===== config.mk =====
export PLATFORM = sky130hd
export DESIGN_NAME = mhp_midi_port
export DESIGN_NICKNAME = d
export VERILOG_FILES = /design/src/common/mhp_pkg.sv /design/src/hw/mhp_fifo.sv /design/src/hw/mhp_uart_rx.sv /design/src/hw/mhp_midi_port.sv
export VERILOG_INCLUDE_DIRS = /design/src /design/src/common
export SDC_FILE = /design/constraint.sdc
export NUM_CORES = 1
export LEC_CHECK = 0
export BUFFER_PORTS_ARGS = -buffer_cell sky130_fd_sc_hd__buf_2
export CELL_PAD_IN_SITES_DETAIL_PLACEMENT = 1
export CELL_PAD_IN_SITES_GLOBAL_PLACEMENT = 2
export CORE_MARGIN = 2
export CORE_UTILIZATION = 41
export DETAILED_ROUTE_END_ITERATION = 6
export PLACE_DENSITY = 0.75
export SLEW_MARGIN = 20
export SYNTH_ARGS = -nofsm -noshare
export SYNTH_HDL_FRONTEND = slang
export SYNTH_SLANG_ARGS = --single-unit

===== constraint.sdc =====
create_clock -name clock_in -period 2.92 [get_ports clock_in]
set_input_delay 0.438 -clock clock_in [delete_from_list [all_inputs] [get_ports clock_in]]
set_output_delay 0.438 -clock clock_in [all_outputs]
set_load 0.05 [all_outputs]

===== src/common/mhp_cfg.svh =====
`ifndef MHP_CFG_SVH
`define MHP_CFG_SVH
// Port offsets within the two-byte window.
`define MHP_OFS_DATA    1'h0
`define MHP_OFS_CMD     1'h1
// Number of compared address bits; all bits above must be zero.
`define MHP_ADDR_BITS   10
// Status bit positions.
`define MHP_STAT_RXE    7
`define MHP_STAT_TXF    6
// Command codes and answers.
`define MHP_CMD_UART    8'h3f
`define MHP_CMD_RESET   8'hff
`define MHP_CMD_AX_HI   5'h14
`define MHP_CMD_AB      8'hab
`define MHP_CMD_AC      8'hac
`define MHP_CMD_AD      8'had
`define MHP_CMD_AF      8'haf
`define MHP_ACK         8'hfe
`define MHP_RSP_AX      8'h00
`define MHP_RSP_AC      8'h15
`define MHP_RSP_AD      8'h01
`define MHP_RSP_AF      8'h64
// Timing: clock rate and line rate in hertz, then derived cycle counts.
`define MHP_CLK_HZ      40000000
`define MHP_BAUD_HZ     31250
`define MHP_OVS         16
`define MHP_BIT_CYC     (`MHP_CLK_HZ / `MHP_BAUD_HZ)
`define MHP_TICK_CYC    (`MHP_BIT_CYC / `MHP_OVS)
`define MHP_FIFO_DEPTH  16
`endif


===== src/common/mhp_pkg.sv =====
`default_nettype none
package mhp_pkg;
    // Receiver states, Gray coded along the frame.
    typedef enum logic [1:0] {
        MHP_RX_IDLE  = 2'h0,
        MHP_RX_START = 2'h1,
        MHP_RX_DATA  = 2'h3,
        MHP_RX_STOP  = 2'h2
    } mhp_rx_st_type;

    typedef struct packed {
        logic          s1;
        logic          s2;
        mhp_rx_st_type st;
        logic [6:0]    tick;
        logic [3:0]    nt;
        logic [2:0]    nbit;
        logic [7:0]    shift;
        logic          valid;
        logic [7:0]    data;
    } mhp_rx_state_type;

    typedef struct packed {
        logic [15:0] sa_s1;
        logic [15:0] sa_s2;
        logic        aen_s1;
        logic        aen_s2;
        logic        iow_s1;
        logic        iow_s2;
        logic        iow_d;
        logic        ior_s1;
        logic        ior_s2;
        logic        ior_d;
        logic [7:0]  sd_s1;
        logic [7:0]  sd_s2;
        logic        wr_hit;
        logic        wr_ofs;
        logic [7:0]  wr_data;
        logic        rd_act;
        logic        rd_ofs;
        logic        uart;
        logic [5:0]  last_cmd;
        logic        ack_pend;
        logic [7:0]  ack_byte;
        logic        ack2_pend;
        logic [7:0]  ack2_byte;
        logic        rx_pend;
        logic [7:0]  rx_byte;
        logic [7:0]  last_rd;
        logic        irq;
        logic [7:0]  sd_out;
        logic        sd_oe;
        logic        tx_busy;
        logic [9:0]  tx_shift;
        logic [3:0]  tx_bits;
        logic [11:0] tx_baud;
        logic        tx_line;
    } mhp_port_state_type;
endpackage
`default_nettype wire


===== src/hw/mhp_fifo.sv =====
`default_nettype none
// Byte FIFO; a push into a full FIFO with no pop in the same cycle replaces the newest entry.
module mhp_fifo
    import mhp_pkg::*;
#(
    parameter int W = 8,
    parameter int D = 16
) (
    input  wire logic         clock_in,
    input  wire logic         rstn_in,
    input  wire logic         push_in,
    input  wire logic [W-1:0] push_data_in,
    input  wire logic         pop_in,
    output logic [W-1:0]      head_out,
    output logic              full_out,
    output logic              empty_out
);
    localparam int AW = $clog2(D);
    localparam int CW = AW + 1;

    typedef struct packed {
        logic [D-1:0][W-1:0] mem;
        logic [AW-1:0]       rd;
        logic [AW-1:0]       wr;
        logic [AW:0]         cnt;
    } mhp_fifo_state_type;

    mhp_fifo_state_type s;
    mhp_fifo_state_type n;
    logic               do_pop;
    logic               grow;

    assign head_out  = s.mem[s.rd];
    assign full_out  = (s.cnt == CW'(D));
    assign empty_out = (s.cnt == '0);

    // Pointer and count update; overwrite keeps the newest byte.
    always_comb begin
        n      = s;
        do_pop = pop_in && !empty_out;
        grow   = push_in && !(full_out && !do_pop);
        if (do_pop) begin
            n.rd = AW'(s.rd + 1'b1);
        end
        if (push_in && !grow) begin
            n.mem[AW'(s.wr - 1'b1)] = push_data_in;
        end else if (grow) begin
            n.mem[s.wr] = push_data_in;
            n.wr        = AW'(s.wr + 1'b1);
        end
        n.cnt = CW'(s.cnt + CW'(grow) - CW'(do_pop));
    end

    always_ff @(posedge clock_in or negedge rstn_in) begin
        if (!rstn_in) begin
            s <= '0;
        end else begin
            s <= n;
        end
    end

    AST_FIFO_OVW: assert property (@(posedge clock_in) disable iff (!rstn_in)
        (full_out && push_in && !pop_in) |=> (full_out && head_out == $past(head_out)))
        else $error("Full FIFO changed size or head on overwrite.");
    AST_FIFO_PUSH: assert property (@(posedge clock_in) disable iff (!rstn_in)
        (empty_out && push_in) |=> (!empty_out && head_out == $past(push_data_in)))
        else $error("Push into empty FIFO not visible at head.");
endmodule // mhp_fifo
`default_nettype wire


===== src/hw/mhp_uart_rx.sv =====
`default_nettype none
`include "mhp_cfg.svh"
// Serial receiver, 16 ticks per bit, one-cycle byte pulse.
module mhp_uart_rx
    import mhp_pkg::*;
#(
    parameter int TICK_CYC = `MHP_TICK_CYC
) (
    input  wire logic  clock_in,
    input  wire logic  rstn_in,
    input  wire logic  line_in,
    output logic       valid_out,
    output logic [7:0] data_out
);
    mhp_rx_state_type s;
    mhp_rx_state_type n;
    logic             tick;

    assign valid_out = s.valid;
    assign data_out  = s.data;

    // Ticks restart at the falling edge so that the centres line up.
    always_comb begin
        n       = s;
        n.s1    = line_in;
        n.s2    = s.s1;
        n.valid = 1'b0;
        tick    = (s.tick == 7'(TICK_CYC - 1));
        n.tick  = tick ? 7'h00 : 7'(s.tick + 1'b1);
        if (tick) begin
            n.nt = 4'(s.nt + 1'b1);
        end
        unique case (s.st)
            MHP_RX_IDLE: begin
                n.tick = 7'h00;
                n.nt   = 4'h0;
                if (!s.s2) begin
                    n.st = MHP_RX_START;
                end
            end
            MHP_RX_START: begin
                if (tick && s.nt == 4'h7) begin
                    n.nt   = 4'h0;
                    n.nbit = 3'h0;
                    n.st   = s.s2 ? MHP_RX_IDLE : MHP_RX_DATA;
                end
            end
            MHP_RX_DATA: begin
                if (tick && s.nt == 4'hf) begin
                    n.shift = {s.s2, s.shift[7:1]};
                    n.nbit  = 3'(s.nbit + 1'b1);
                    if (s.nbit == 3'h7) begin
                        n.st = MHP_RX_STOP;
                    end
                end
            end
            MHP_RX_STOP: begin
                if (tick && s.nt == 4'hf) begin
                    n.st    = MHP_RX_IDLE;
                    n.valid = s.s2;
                    n.data  = s.shift;
                end
            end
        endcase
    end

    always_ff @(posedge clock_in or negedge rstn_in) begin
        if (!rstn_in) begin
            s <= '{s1: 1'b1, s2: 1'b1, st: MHP_RX_IDLE, default: '0};
        end else begin
            s <= n;
        end
    end

    AST_RX_PULSE: assert property (@(posedge clock_in) disable iff (!rstn_in)
        valid_out |=> !valid_out [*8])
        else $error("Receive pulse longer than one cycle.");
endmodule // mhp_uart_rx
`default_nettype wire


===== src/hw/mhp_midi_port.sv =====
`default_nettype none
`include "mhp_cfg.svh"

// Functional notes
// - Two locations decoded on ten address bits; higher bits must be zero.
// - Offset zero is data in and out; offset one is command and status.
// - Offset one writes are commands; offset one reads return status.
// - Separate sixteen-byte FIFOs buffer transmit and receive bytes.
// - Any byte placed in the receive FIFO raises the interrupt.
// - Each command write outside UART mode queues an acknowledge byte; in UART mode only FF does.
// - Status bits five to zero echo the last command written.
// - Status bit six reads one while the transmit FIFO is full.
// - Status bit seven reads one while the receive FIFO is empty.
// - In UART mode serial bytes and acknowledges both fill the receive FIFO.
// - Reading the data port clears the interrupt.
// - Line rate is 31.25 kbaud taken from the device clock.
// - Frames are one start, eight data and one stop bit.
// - Start in non-UART mode; data writes ignored, reads give last byte.
// - Command 3F enters UART mode and queues FE.
// - Command FF leaves UART mode; other commands in UART mode only update the status echo.
// - A serial byte into a full receive FIFO replaces its newest entry, unless a data read pops it in the same cycle.
module mhp_midi_port
    import mhp_pkg::*;
#(
    parameter int BIT_CYC  = `MHP_BIT_CYC,
    parameter int TICK_CYC = `MHP_TICK_CYC,
    parameter int DEPTH    = `MHP_FIFO_DEPTH
) (
    input  wire logic        clock_in,
    input  wire logic        rstn_in,
    input  wire logic [9:0]  midi_port_base_in,
    input  wire logic [15:0] isa_sa_in,
    input  wire logic        isa_aen_in,
    input  wire logic        isa_iow_n_in,
    input  wire logic        isa_ior_n_in,
    input  wire logic [7:0]  isa_sd_in,
    output logic [7:0]       isa_sd_out,
    output logic             isa_sd_oe_out,
    output logic             isa_irq_out,
    input  wire logic        midi_serial_in,
    output logic             midi_serial_out,
    output logic             uart_mode_out
);
    // ------------------------------------------------------------------
    // State and wiring
    // ------------------------------------------------------------------
    localparam mhp_port_state_type RST = '{
        iow_s1: 1'b1, iow_s2: 1'b1, iow_d: 1'b1,
        ior_s1: 1'b1, ior_s2: 1'b1, ior_d: 1'b1,
        aen_s1: 1'b1, aen_s2: 1'b1, tx_line: 1'b1,
        default: '0
    };

    mhp_port_state_type s;
    mhp_port_state_type n;

    logic       hit;
    logic       wr_evt;
    logic       rd_start;
    logic       rd_end;
    logic       rx_push;
    logic [7:0] rx_push_data;
    logic       rx_pop;
    logic [7:0] rx_head;
    logic       rx_full;
    logic       rx_empty;
    logic       tx_push;
    logic       tx_pop;
    logic [7:0] tx_head;
    logic       tx_full;
    logic       tx_empty;
    logic       ser_valid;
    logic [7:0] ser_data;
    logic [7:0] status;

    // Every top-level output is a flop of the state record.
    assign isa_sd_out      = s.sd_out;
    assign isa_sd_oe_out   = s.sd_oe;
    assign isa_irq_out     = s.irq;
    assign midi_serial_out = s.tx_line;
    assign uart_mode_out   = s.uart;

    // ------------------------------------------------------------------
    // Buffers and receiver
    // ------------------------------------------------------------------
    // receive buffer
    mhp_fifo #(.W(8), .D(DEPTH)) u_rx_fifo (
        .clock_in     (clock_in),
        .rstn_in      (rstn_in),
        .push_in      (rx_push),
        .push_data_in (rx_push_data),
        .pop_in       (rx_pop),
        .head_out     (rx_head),
        .full_out     (rx_full),
        .empty_out    (rx_empty)
    );

    mhp_fifo #(.W(8), .D(DEPTH)) u_tx_fifo (
        .clock_in     (clock_in),
        .rstn_in      (rstn_in),
        .push_in      (tx_push),
        .push_data_in (s.wr_data),
        .pop_in       (tx_pop),
        .head_out     (tx_head),
        .full_out     (tx_full),
        .empty_out    (tx_empty)
    );

    mhp_uart_rx #(.TICK_CYC(TICK_CYC)) u_rx (
        .clock_in  (clock_in),
        .rstn_in   (rstn_in),
        .line_in   (midi_serial_in),
        .valid_out (ser_valid),
        .data_out  (ser_data)
    );

    // ------------------------------------------------------------------
    // Next-state logic
    // ------------------------------------------------------------------
    // The bus strobes are asynchronous to this clock, so address, data
    // and strobes all pass two flops; edges are taken on the second.
    always_comb begin
        n         = s;
        n.sa_s1   = isa_sa_in;
        n.sa_s2   = s.sa_s1;
        n.aen_s1  = isa_aen_in;
        n.aen_s2  = s.aen_s1;
        n.iow_s1  = isa_iow_n_in;
        n.iow_s2  = s.iow_s1;
        n.iow_d   = s.iow_s2;
        n.ior_s1  = isa_ior_n_in;
        n.ior_s2  = s.ior_s1;
        n.ior_d   = s.ior_s2;
        n.sd_s1   = isa_sd_in;
        n.sd_s2   = s.sd_s1;
        rx_push      = 1'b0;
        rx_push_data = s.ack_byte;
        rx_pop       = 1'b0;
        tx_push      = 1'b0;
        tx_pop       = 1'b0;

        hit = !s.aen_s2 && (s.sa_s2[15:`MHP_ADDR_BITS] == '0)
              && (s.sa_s2[`MHP_ADDR_BITS-1:1] == midi_port_base_in[`MHP_ADDR_BITS-1:1]);

        status = {rx_empty, tx_full, s.last_cmd};

        // Address and data are held while the write strobe is low, so the
        // values kept are those present just before the trailing edge.
        if (!s.iow_s2) begin
            n.wr_hit  = hit;
            n.wr_ofs  = s.sa_s2[0];
            n.wr_data = s.sd_s2;
        end
        wr_evt   = s.iow_s2 && !s.iow_d && s.wr_hit;
        rd_start = !s.ior_s2 && s.ior_d && hit;
        rd_end   = s.ior_s2 && !s.ior_d && s.rd_act;

        // Queued acknowledges go first; a serial byte waits in rx_byte until none is pending.
        if (s.ack_pend) begin
            rx_push     = 1'b1;
            n.ack_pend  = s.ack2_pend;
            n.ack_byte  = s.ack2_byte;
            n.ack2_pend = 1'b0;
        end else if (s.rx_pend) begin
            rx_push      = 1'b1;
            rx_push_data = s.rx_byte;
            n.rx_pend    = 1'b0;
        end
        if (ser_valid && s.uart) begin
            n.rx_pend = 1'b1;
            n.rx_byte = ser_data;
        end

        if (wr_evt && s.wr_ofs == `MHP_OFS_DATA) begin
            tx_push = s.uart && !tx_full;
        end

        if (wr_evt && s.wr_ofs == `MHP_OFS_CMD) begin
            n.last_cmd = s.wr_data[5:0];
            if (!s.uart) begin
                n.ack_pend = 1'b1;
                n.ack_byte = `MHP_ACK;
                if (s.wr_data == `MHP_CMD_UART) begin
                    n.uart = 1'b1;
                end else if (s.wr_data[7:3] == `MHP_CMD_AX_HI
                             || s.wr_data == `MHP_CMD_AB) begin
                    n.ack2_pend = 1'b1;
                    n.ack2_byte = `MHP_RSP_AX;
                end else if (s.wr_data == `MHP_CMD_AC) begin
                    n.ack2_pend = 1'b1;
                    n.ack2_byte = `MHP_RSP_AC;
                end else if (s.wr_data == `MHP_CMD_AD) begin
                    n.ack2_pend = 1'b1;
                    n.ack2_byte = `MHP_RSP_AD;
                end else if (s.wr_data == `MHP_CMD_AF) begin
                    n.ack2_pend = 1'b1;
                    n.ack2_byte = `MHP_RSP_AF;
                end
            end else if (s.wr_data == `MHP_CMD_RESET) begin
                n.uart     = 1'b0;
                n.ack_pend = 1'b1;
                n.ack_byte = `MHP_ACK;
            end
        end

        // Read data is frozen at the leading edge of the strobe.
        if (rd_start) begin
            n.rd_act = 1'b1;
            n.rd_ofs = s.sa_s2[0];
            n.sd_oe  = 1'b1;
            if (s.sa_s2[0] == `MHP_OFS_CMD) begin
                n.sd_out = status;
            end else begin
                n.sd_out = rx_empty ? s.last_rd : rx_head;
            end
        end

        // The byte is consumed only at the trailing edge of the strobe.
        if (rd_end) begin
            n.rd_act = 1'b0;
            n.sd_oe  = 1'b0;
            if (s.rd_ofs == `MHP_OFS_DATA) begin
                n.irq = 1'b0;
                if (!rx_empty) begin
                    rx_pop    = 1'b1;
                    n.last_rd = rx_head;
                end
            end
        end
        if (rx_push) begin
            n.irq = 1'b1;
        end

        if (!s.tx_busy) begin
            if (!tx_empty) begin
                tx_pop     = 1'b1;
                n.tx_busy  = 1'b1;
                n.tx_shift = {1'b1, tx_head, 1'b0};
                n.tx_bits  = 4'h0;
                n.tx_baud  = 12'h000;
            end
        end else if (s.tx_baud == 12'(BIT_CYC - 1)) begin
            n.tx_baud  = 12'h000;
            n.tx_shift = {1'b1, s.tx_shift[9:1]};
            n.tx_bits  = 4'(s.tx_bits + 1'b1);
            if (s.tx_bits == 4'h9) begin
                n.tx_busy = 1'b0;
            end
        end else begin
            n.tx_baud = 12'(s.tx_baud + 1'b1);
        end
        n.tx_line = n.tx_busy ? n.tx_shift[0] : 1'b1;
    end

    // ------------------------------------------------------------------
    // State register
    // ------------------------------------------------------------------
    always_ff @(posedge clock_in or negedge rstn_in) begin
        if (!rstn_in) begin
            s <= RST;
        end else begin
            s <= n;
        end
    end

    // ------------------------------------------------------------------
    // Checks
    // ------------------------------------------------------------------
    AST_DECODE: assert property (@(posedge clock_in) disable iff (!rstn_in)
        (s.iow_s2 && !s.iow_d && !s.wr_hit) |-> (!tx_push ##1 $stable(s.uart)))
        else $error("Write outside the decoded window had an effect.");
    AST_STAT_FLAGS: assert property (@(posedge clock_in) disable iff (!rstn_in)
        (rd_start && s.sa_s2[0]) |=> (isa_sd_out[7:6] == {$past(rx_empty), $past(tx_full)}))
        else $error("Status flags wrong.");
    AST_STAT_ECHO: assert property (@(posedge clock_in) disable iff (!rstn_in)
        (rd_start && s.sa_s2[0]) |=> (isa_sd_out[5:0] == $past(s.last_cmd) && isa_sd_oe_out))
        else $error("Status does not echo the last command.");
    AST_IRQ_SET: assert property (@(posedge clock_in) disable iff (!rstn_in)
        rx_push |=> isa_irq_out)
        else $error("Interrupt not raised on receive insertion.");
    AST_IRQ_CLR: assert property (@(posedge clock_in) disable iff (!rstn_in)
        (rd_end && !s.rd_ofs && !rx_push) |=> !isa_irq_out)
        else $error("Data read did not clear the interrupt.");
    AST_UART_ON: assert property (@(posedge clock_in) disable iff (!rstn_in)
        (wr_evt && s.wr_ofs && !s.uart && s.wr_data == `MHP_CMD_UART)
        |=> (uart_mode_out && s.ack_pend && s.ack_byte == `MHP_ACK && rx_push) ##1 isa_irq_out)
        else $error("Mode change or acknowledge missing.");
    AST_TX_START: assert property (@(posedge clock_in) disable iff (!rstn_in)
        tx_pop |=> !midi_serial_out [*8])
        else $error("Start bit not driven low.");
endmodule // mhp_midi_port
`default_nettype wire


# After elaboration in Yosys (flattened, before gate mapping)
# Cells that the tools add are included.
dict set report op_classes {
  addsub 15
  mul 0
  n_div 0
  order_cmp 10
  n_eq_ne 28
  shift 0
  mux 76
  n_bitwise 6
  reduce_logical 60
}
# cell n
set ops {}
lappend ops {{$bwmux W128} 4}
lappend ops {{$mux W128} 4}
lappend ops {{$demux W8 S4} 4}
lappend ops {{$mux W9} 11}
lappend ops {{$mux W8} 10}
lappend ops {{$bmux W8 S4} 2}
lappend ops {{$mux W27} 2}
lappend ops {{$eq A8 B8 Y1 const B} 5}
lappend ops {{$lt A4 B5 Y1 const B} 6}
lappend ops {{$logic_and A1 B1 Y1} 26}
lappend ops {{$add A4 B1 Y4 const B} 6}
lappend ops {{$mux W7} 3}
lappend ops {{$mux W1} 20}
lappend ops {{$mux W18} 1}
lappend ops {{$ge A4 B1 Y1 const B} 4}
lappend ops {{$eq A5 B5 Y1 const B} 3}
lappend ops {{$mux W15} 1}
lappend ops {{$mux W2} 7}
lappend ops {{$ne A2 B1 Y1 const B} 7}
lappend ops {{$reduce_and A2 Y1} 7}
lappend ops {{$logic_not A1 Y1} 13}
lappend ops {{$add A12 B1 Y12 const B} 1}
lappend ops {{$eq A12 B11 Y1 const B} 1}
lappend ops {{$mux W12} 1}
lappend ops {{other kinds (30)} 46}
dict set report word_totals {
  ff_bits 465
  latchBits 0
  ram_bits 0
  mem_bits_ro 0
  in_bits 40
  out_inout_bits 12
  memories 0
}

# Depth between registers and ports, before layout
# Gate-level depths: netlist of the first run.
dict set report depth {
  depth_word 13
  depth_mapped 16
  mapped_depth_nobuf 15
}

# By module
# Synthesis of the first run repeated with hierarchy kept, for this count alone.
dict set report hier_totals {
  hier_cells 2145
  hier_area_um2 23468.8
}
# module n_inst cells_each area_per_inst_um2 seq_area_each_um2
set by_module_without_submodules {}
lappend by_module_without_submodules {{mhp_fifo (u_tx_fifo)} 1 804 8165.3 3528.4}
lappend by_module_without_submodules {{mhp_fifo (u_rx_fifo)} 1 772 8036.5 3528.4}
lappend by_module_without_submodules {mhp_midi_port 1 443 5617.9 3614.7}
lappend by_module_without_submodules {mhp_uart_rx 1 126 1649.1 878.3}

# Worst setup path before layout of the first run
# No wires, ideal clock.
dict set report synth_path {
  kind {reg2reg}
  from {register u_rx_fifo.s[3] (netlist name)}
  to {register u_rx_fifo.s[4] (netlist name)}
  t_arrival_ps 3060
  t_required_ps 2797
  setup_slack_ps -263
  stages_incl_launch_ff 15
  path_buffers 2
  period_less_slack_ps 3183
  path_cell_list {dfrtp_1 -> inv_1 -> ha_1 -> nor4b_1 -> clkbuf_1 -> nor2_1 -> clkbuf_1 -> ha_1 -> inv_1 -> ha_1 -> fa_1 -> a21oi_1 -> nor2_1 -> nor2_1 -> xnor2_1}
}
# item line
set synth_lines {}
lappend synth_lines {{from (decl)} mhp_fifo.sv:28} ;# mhp_fifo_state_type s;
lappend synth_lines {{from (signal assigned)} mhp_fifo.sv:58} ;# s <= n;

==> flow_summary.ini, run 1 <==
[outcome]
status = complete, no violations

[drt]
viasPerCell = 5.51
wl_per_cell_um = 22.1
vias = 12800
drc = 0
routed_wirelength_mm = 51.6
drtIter0Drc = 666
postRouteAntennaNets = 0
dr.pass1.iters = 4

[yosys]
postSynthAreaPerCell_um2 = 13.7
synth_nets = 1570
synth_top_area_share_pct = 54.9
ys.flop_type = dfrtp_1
synth_top_area_cell = dfrtp_1
synth-edff-count = 0
synth_cell_type_count = 75
ys_seq_elements = 461
synthCells = 1497
yosys_warnings = 0
yosysSeqAreaShare_pct = 56.3
syn_area_um2 = 20500
synthTopCellsByArea = dfrtp_1, mux2_2, mux4_2, o22a_1, a2bb2oi_1
synthArstFlopShare_pct = 100

[power]
internal_power_w = 0.0113
clock_power_share_pct = 40.9
peakVddDrop_uv = 471
total_power_w = 0.0153
p_switching_w = 0.00403
powerDensity_nw_per_um2 = 638
p_comb_share_pct = 13.1
leakage_nw = 11.2
seq_power_share_pct = 46.0
swShare_pct = 26.3

[timing]
finalSetupTns_ns = 0
timing.final.crit_share_pct = 90.6
setup_viol = 0
tightest_slew_ns = 0.894
rsz0062_at_grt = false
period_minus_slack_ns = 2.64
finalHoldViolations = 0
fin_skew_ns = 0.0331
maxSlewViolCount = 0
worst_slack_ns = 0.275
relSlewSlack_pct = 40.4
fmax_ghz = 0.378

[finish]
fin_nets = 1694
final_cells = 2332
syn_to_final_growth_pct = 16.7
diodes = 0
final_area_um2 = 24000
drive_gt1_share_pct = 33.9

[worst_setup_path]
reg2reg_from = u_tx_fifo.s[2]$_DFF_PN0_
worstPathArrival_ns = 3.12
r2r_cells = 15
startpoint_type = flip-flop
crit_chain = inv_1, ha_1, nor4b_2, or2_2, inv_1, ha_1, inv_1, ha_1, inv_1, fa_1, inv_1, a21oi_1, nor2_1, nor2_1, xnor2_1
crit_path_max_fanout = 2
path_class = reg -> reg
worstPathRequired_ns = 3.40
endpoint_kind = flip-flop
cpPeakStageDelay_ns = 0.39
critPathMostFrequentCell = inv_1
r2r_slack_ns = 0.28
slowest_stage = fa_1
r2r_end = u_tx_fifo.s[4]$_DFF_PN0_

[min_path]
min_to = s[99]$_DFF_PN0_
hp-class = reg -> reg
whs_path_depth = 0
hp-start = n[99]$_DFF_PN0_

[clocking]
clk_latency_ns = 0.60
cts_sinks = 461
clk_pin_slew_ns = 0.06
cts-root-buf = clkbuf_16
cts_buffers = 51
cts_tree = yes
h-tree-depth = 2
clock_tree.buffer_depth = 3

[place]
hpwl_mm = 35.0
dp_slack_ns = 0.225
io_buffers = 50
gp_congestion = 0.819
numPlacedInstances = 2211
place_area_um2 = 22000

[global_routing]
grt_max_degree = 76
gr-total-overflow = 0
grt_pass1_vias = 14200
grt_pass1_wl_mm = 82.6
grt_use_total_pct = 20.4
antenna_found_initial = 0

[floorplan]
die-area_um2 = 51900
die_w_um = 228
rows = 82
pin_count = 52
start_util_pct = 41.3
core_um2 = 49800
die_h_um = 228

[run]
drv_cap = 0
how the worst max path moves through the flow:
stage	slack (ns)	depth (start not counted)	end	from
after floorplan	0.03	14	u_rx_fifo.s[4]$_DFF_PN0_	u_rx_fifo.s[3]$_DFF_PN0_
after global placement	0.30	15	u_tx_fifo.s[4]$_DFF_PN0_	u_tx_fifo.s[3]$_DFF_PN0_
after detailed placement	0.22	15	u_tx_fifo.s[4]$_DFF_PN0_	u_tx_fifo.s[3]$_DFF_PN0_
after CTS	0.18	15	u_tx_fifo.s[4]$_DFF_PN0_	u_tx_fifo.s[2]$_DFF_PN0_
after global routing	0.002	13	u_tx_fifo.s[4]$_DFF_PN0_	u_tx_fifo.s[2]$_DFF_PN0_
final	0.28	15	u_tx_fifo.s[4]$_DFF_PN0_	u_tx_fifo.s[2]$_DFF_PN0_
sequential cells by signal (all words and copies together) (netlist names):
register and flops:
isa_sd_out 8, isa_sd_oe_out 1, u_rx.data_out 8, s 103, isa_irq_out 1, midi_serial_out 1
u_rx_fifo.s 141, u_rx.s 25, u_rx.n 1, u_rx.valid_out 1, u_tx_fifo.s 141, uart_mode_out 1
n 29
synth_stat cells, types with 24 or more instances:
cell type	count
nand3_1	24
clkbuf_1	52
mux4_2	65
buf_2	25
nand2_1	49
o22a_1	56
o21ai_0	48
inv_1	47
dfrtp_1	450
a21oi_1	32
a2bb2oi_1	49
mux2_2	234
xnor2_1	24
ha_1	31
nor2_1	49
cells by family after synthesis:
| kind of cell | after synthesis | share of synthesized area [%] |
|---|---|---|
| compound gates | 247 | 8.97 |
| xor+xnor | 40 | 1.71 |
| fa+ha+maj | 33 | 2.08 |
| buf+inv | 142 | 2.97 |
| flops | 461 | 56.3 |
| mux | 315 | 20.8 |
| simple gates | 259 | 7.26 |
timing repair:
item,CTS,global route
gates resized for setup,0,2
hold buffers,29,0
endpoints found under the hold margin,90,0
buffers inserted,0,0
setup endpoints to repair,0,1
cell usage in the layout (no fill, tap or decap), drive strengths merged, types with 7 or more instances in the layout:
| master | synthesis | layout |
|---|---|---|
| dfrtp | 450 | 450 |
| mux2 | 235 | 235 |
| buf | 43 | 137 |
| clkbuf | 52 | 77 |
| mux4 | 65 | 65 |
| nand2 | 57 | 57 |
| o22a | 56 | 56 |
| nor2 | 53 | 53 |
| o21ai | 51 | 51 |
| a2bb2oi | 49 | 49 |
| inv | 47 | 47 |
| a21oi | 32 | 32 |
| ha | 31 | 31 |
| dlygate4sd3 | 0 | 29 |
| nand3 | 24 | 24 |
| xnor2 | 24 | 24 |
| and2 | 17 | 17 |
| xor2 | 16 | 16 |
| or3 | 16 | 16 |
| mux2i | 15 | 15 |
| and3 | 13 | 13 |
| nand2b | 12 | 12 |
| clkinv | 0 | 12 |
| dfstp | 11 | 11 |
| nand4 | 10 | 10 |
| nor3 | 9 | 9 |
| or2 | 8 | 8 |
| a221o | 8 | 8 |
| a22o | 8 | 8 |
| nor2b | 7 | 7 |
| o22ai | 7 | 7 |
| nor3b | 7 | 7 |
worst max-delay path: cells and delay by family (launching register included):
| kind | cells | cell delay, ns |
|---|---|---|
| adders and majority gates | 4 | 0.99 |
| and+or+nand+nor | 4 | 0.61 |
| DFF | 1 | 0.36 |
| buffers and inverters | 5 | 0.35 |
| xor gates and xnor gates | 1 | 0.18 |
| AOI/OAI and AO/OA | 1 | 0.06 |
power groups by stage:
stage	Combinational [W]	Clock, W	Sequential, W
floorplan	0.00147	0	0.00693
global placement	0.00195	0	0.00713
detailed placement	0.00202	0	0.00715
CTS	0.00206	0.00644	0.00704
global route	0.00226	0.00669	0.00709
finish	0.00201	0.00625	0.00704
layer usage:
layer,share of wire [%],GRT usage [%],up-vias
li1,-,-,5739
met4,2.3,6.00,0
met2,48,33.2,211
met1,46,28.0,6820
met5,0,0,-
met3,3.9,3.55,68
per-stage QoR:
step / hold slack (ns) / util, %
2_1_floorplan: 0.142 / -
3_3_place_gp: 0.332 / 44.3
3_5_place_dp: 0.336 / 44.3
4_1_cts: 0.345 / 48.1
5_1_grt: 0.356 / 48.1
6_report: 0.349 / 48.1
layout make-up:
type                            instances  area, um^2
Fill cell                            4959       25800
Timing Repair Buffer                  166        1360
Tap cell                              672         841
Multi-Input combinational cell        894        8390
Clock buffer                           77        1480
Clock inverter                         15         160
Inverter                               47         176
Sequential cell                       461       11600
(Power assumes the default switching activity.)
==> inputs of run 2 (changes only) <==
--- a/config.mk
+++ b/config.mk
@@ -12,7 +12,7 @@
 export CORE_MARGIN = 2
 export CORE_UTILIZATION = 41
 export DETAILED_ROUTE_END_ITERATION = 6
-export PLACE_DENSITY = 0.75
+export PLACE_DENSITY_LB_ADDON = 0.1
 export SLEW_MARGIN = 20
 export SYNTH_ARGS = -nofsm -noshare
 export SYNTH_HDL_FRONTEND = slang
==> run 2 against run 1 <==
  * Cell count shrank 0.60%
  * Register-to-register slack is essentially flat
  * Setup slack lost 0.0078 ns
  * Hold slack lost 0.021 ns
  * Flip-flop and latch count is the same
  * Utilization shrank 0.13 points
  * Die area is the same
  * Global-route usage grew 0.094 points
  * Power grew 1.6%
  * Critical path depth shrank 2
  * Count of clock-buffer cells in the layout grew 5
  * Clock skew shrank 0.0078 ns
  * Critical endpoint unchanged
  * Largest cell class unchanged
==> flow_summary.ini, run 2 (synthesis results as in run 1) <==
[finish]
reg_top3 = u_rx_fifo.s x141, u_tx_fifo.s x141, s x103
layout_common_cells = dfrtp_1, mux2_2, mux4_2
syn_to_final_growth_pct = 16.4
final_common_cell = dfrtp_1
fin_nets = 1680
diodes = 0
drive_gt1_share_pct = 33.4

[floorplan]
rows = 82
die-area_um2 = 51900
core_um2 = 49800
pin_count = 52
start_util_pct = 41.3
die_h_um = 228
die_w_um = 228

[clocking]
cts_tree = yes
cts-root-buf = clkbuf_16
cts_sinks = 461
postCtsSetupRepairBufs = 0
h-tree-depth = 2
clock_tree.buffer_depth = 3
clk_latency_ns = 0.62
clk_pin_slew_ns = 0.06
cts_buffers = 52

[timing]
rsz0062_at_grt = false
timing.final.crit_share_pct = 90.8
tightest_slew_ns = 1.07
fin_skew_ns = 0.0254
relSlewSlack_pct = 28.2
fmax_ghz = 0.377
finalHoldViolations = 0
maxSlewViolCount = 0
hold_ws_ns = 0.327
setup_viol = 0
period_minus_slack_ns = 2.65
finalSetupTns_ns = 0

[worst_setup_path]
path_class = reg -> reg
crit_chain = inv_1, ha_1, and4bb_1, nor4b_4, buf_4, ha_1, inv_1, fa_1, inv_1, a21oi_1, nor2_1, nor2_1, xnor2_1
reg2reg_from = u_tx_fifo.s[2]$_DFF_PN0_
worstPathRequired_ns = 3.40
crit_start = u_tx_fifo.s[2]$_DFF_PN0_
slowest_stage = fa_1
cp-endpoint = u_tx_fifo.s[4]$_DFF_PN0_
critPathMostFrequentCell = inv_1
worstPathArrival_ns = 3.13
crit_path_max_fanout = 10
endpoint_kind = flip-flop
cpPeakStageDelay_ns = 0.41
startpoint_type = flip-flop
r2r_slack_ns = 0.27
r2r_end = u_tx_fifo.s[4]$_DFF_PN0_
r2r_cells = 13

[global_routing]
grt_pass1_vias = 13900
grt.busiest_layer = met2
grt_use_total_pct = 20.5
grt_max_degree = 98
gr-total-overflow = 0
antenna_found_initial = 0
met3_usage_pct = 3.46
grtUsageMet1_pct = 29.8
grt_use_met2_pct = 32.0
grt_pass1_wl_mm = 82.6

[min_path]
hp-class = in -> async

[power]
leakage_nw = 11.1
peakVddDrop_uv = 529
powerDensity_nw_per_um2 = 651

[place]
io_buffers = 50
gp_congestion = 0.803
hpwl_mm = 34.6

[run]
drv_cap = 0

[drt]
viasPerCell = 5.43
vias = 12600
wl_per_cell_um = 22.2
drc = 0
dr.pass1.iters = 6
routed_wirelength_mm = 51.6
drtIter0Drc = 616
postRouteAntennaNets = 0

[outcome]
status = complete, no violations
==> run 2: cell count changes in the layout (fill, tap and decap cells not counted), moves of 2 or more <==
| cell | change |
|---|---|
| clkbuf_8 | +5 |
| buf_4 | -11 |
| clkinv_2 | -3 |
| clkinv_4 | -2 |
| inv_16 | +2 |
| buf_12 | -3 |
==> run 2: worst max-delay path: cells and delay by family (launching register included) <==
family / cells / cell delay (ns)
AO/OA/AOI/OAI: 1 / 0.07
XOR/XNOR: 1 / 0.11
adder cells (fa/ha/maj): 3 / 0.81
buffers and inverters: 4 / 0.42
flip-flops: 1 / 0.34
AND/OR/NAND/NOR: 4 / 0.77
==> run 2: repair_timing <==
item / CTS / global route
resized for setup: 0 / 1
endpoints found under the setup margin: 0 / 1
hold buffers: 29 / 0
endpoints found under the hold margin: 61 / 0
==> run 2: how the worst min path moves through the flow <==
| stage | endpoint | start | depth (start not counted) | slack [ns] |
|---|---|---|---|---|
| 6_report | u_rx_fifo.s[83]$_DFFE_PN0P_ | rstn_in | 2 | 0.33 |
| 3_3_place_gp | s[122]$_DFF_PN0_ | n[122]$_DFF_PN0_ | 0 | 0.33 |
| 4_1_cts | s[91]$_DFFE_PN0N_ | midi_port_base_in[6] | 5 | 0.31 |
| 5_1_grt | u_rx_fifo.s[84]$_DFFE_PN0P_ | rstn_in | 2 | 0.35 |
| 2_1_floorplan | isa_irq_out$_DFFE_PN0P_ | rstn_in | 0 | 0.14 |
| 3_5_place_dp | s[118]$_DFF_PN0_ | n[118]$_DFF_PN0_ | 0 | 0.34 |
==> run 2: through the flow <==
step	setup WS [ns]	utilization (%)	std cells	instance area (um^2)	power (W)
after floorplan	0.0326	-	1497	20500	0.00839
after global placement	0.300	43.9	2196	21900	0.00902
after detailed placement	0.261	43.9	2196	21900	0.00909
after CTS	0.226	48.0	2318	23900	0.0158
after global routing	0.0355	48.0	2318	23900	0.0163
final	0.268	48.0	2318	23900	0.0155
==> run 2: power breakdown <==
group,leakage (nW),switching (W),total (W),internal (W)
Clock,0.851,0.00265,0.00659,0.00394
Sequential,6.19,0.000289,0.00695,0.00666
Combinational,4.08,0.00110,0.00200,0.000898
Total,11.1,0.00405,0.0155,0.0115
==> run 2: area by class of cell <==
cell class / count / area [um^2]
sequential: 461 / 11600
clock buffer: 82 / 1570
inverter: 47 / 176
multi-input combinational: 894 / 8390
clock inverter: 11 / 160
tap: 672 / 841
timing repair buffer: 151 / 1200
fill: 4950 / 25900
==> run 2: layer usage <==
metal | vias up | part of all wire, %
met2 | 179 | 46
met4 | 0 | 2.3
met5 | - | 0
li1 | 5696 | -
met1 | 6629 | 48
met3 | 82 | 3.7
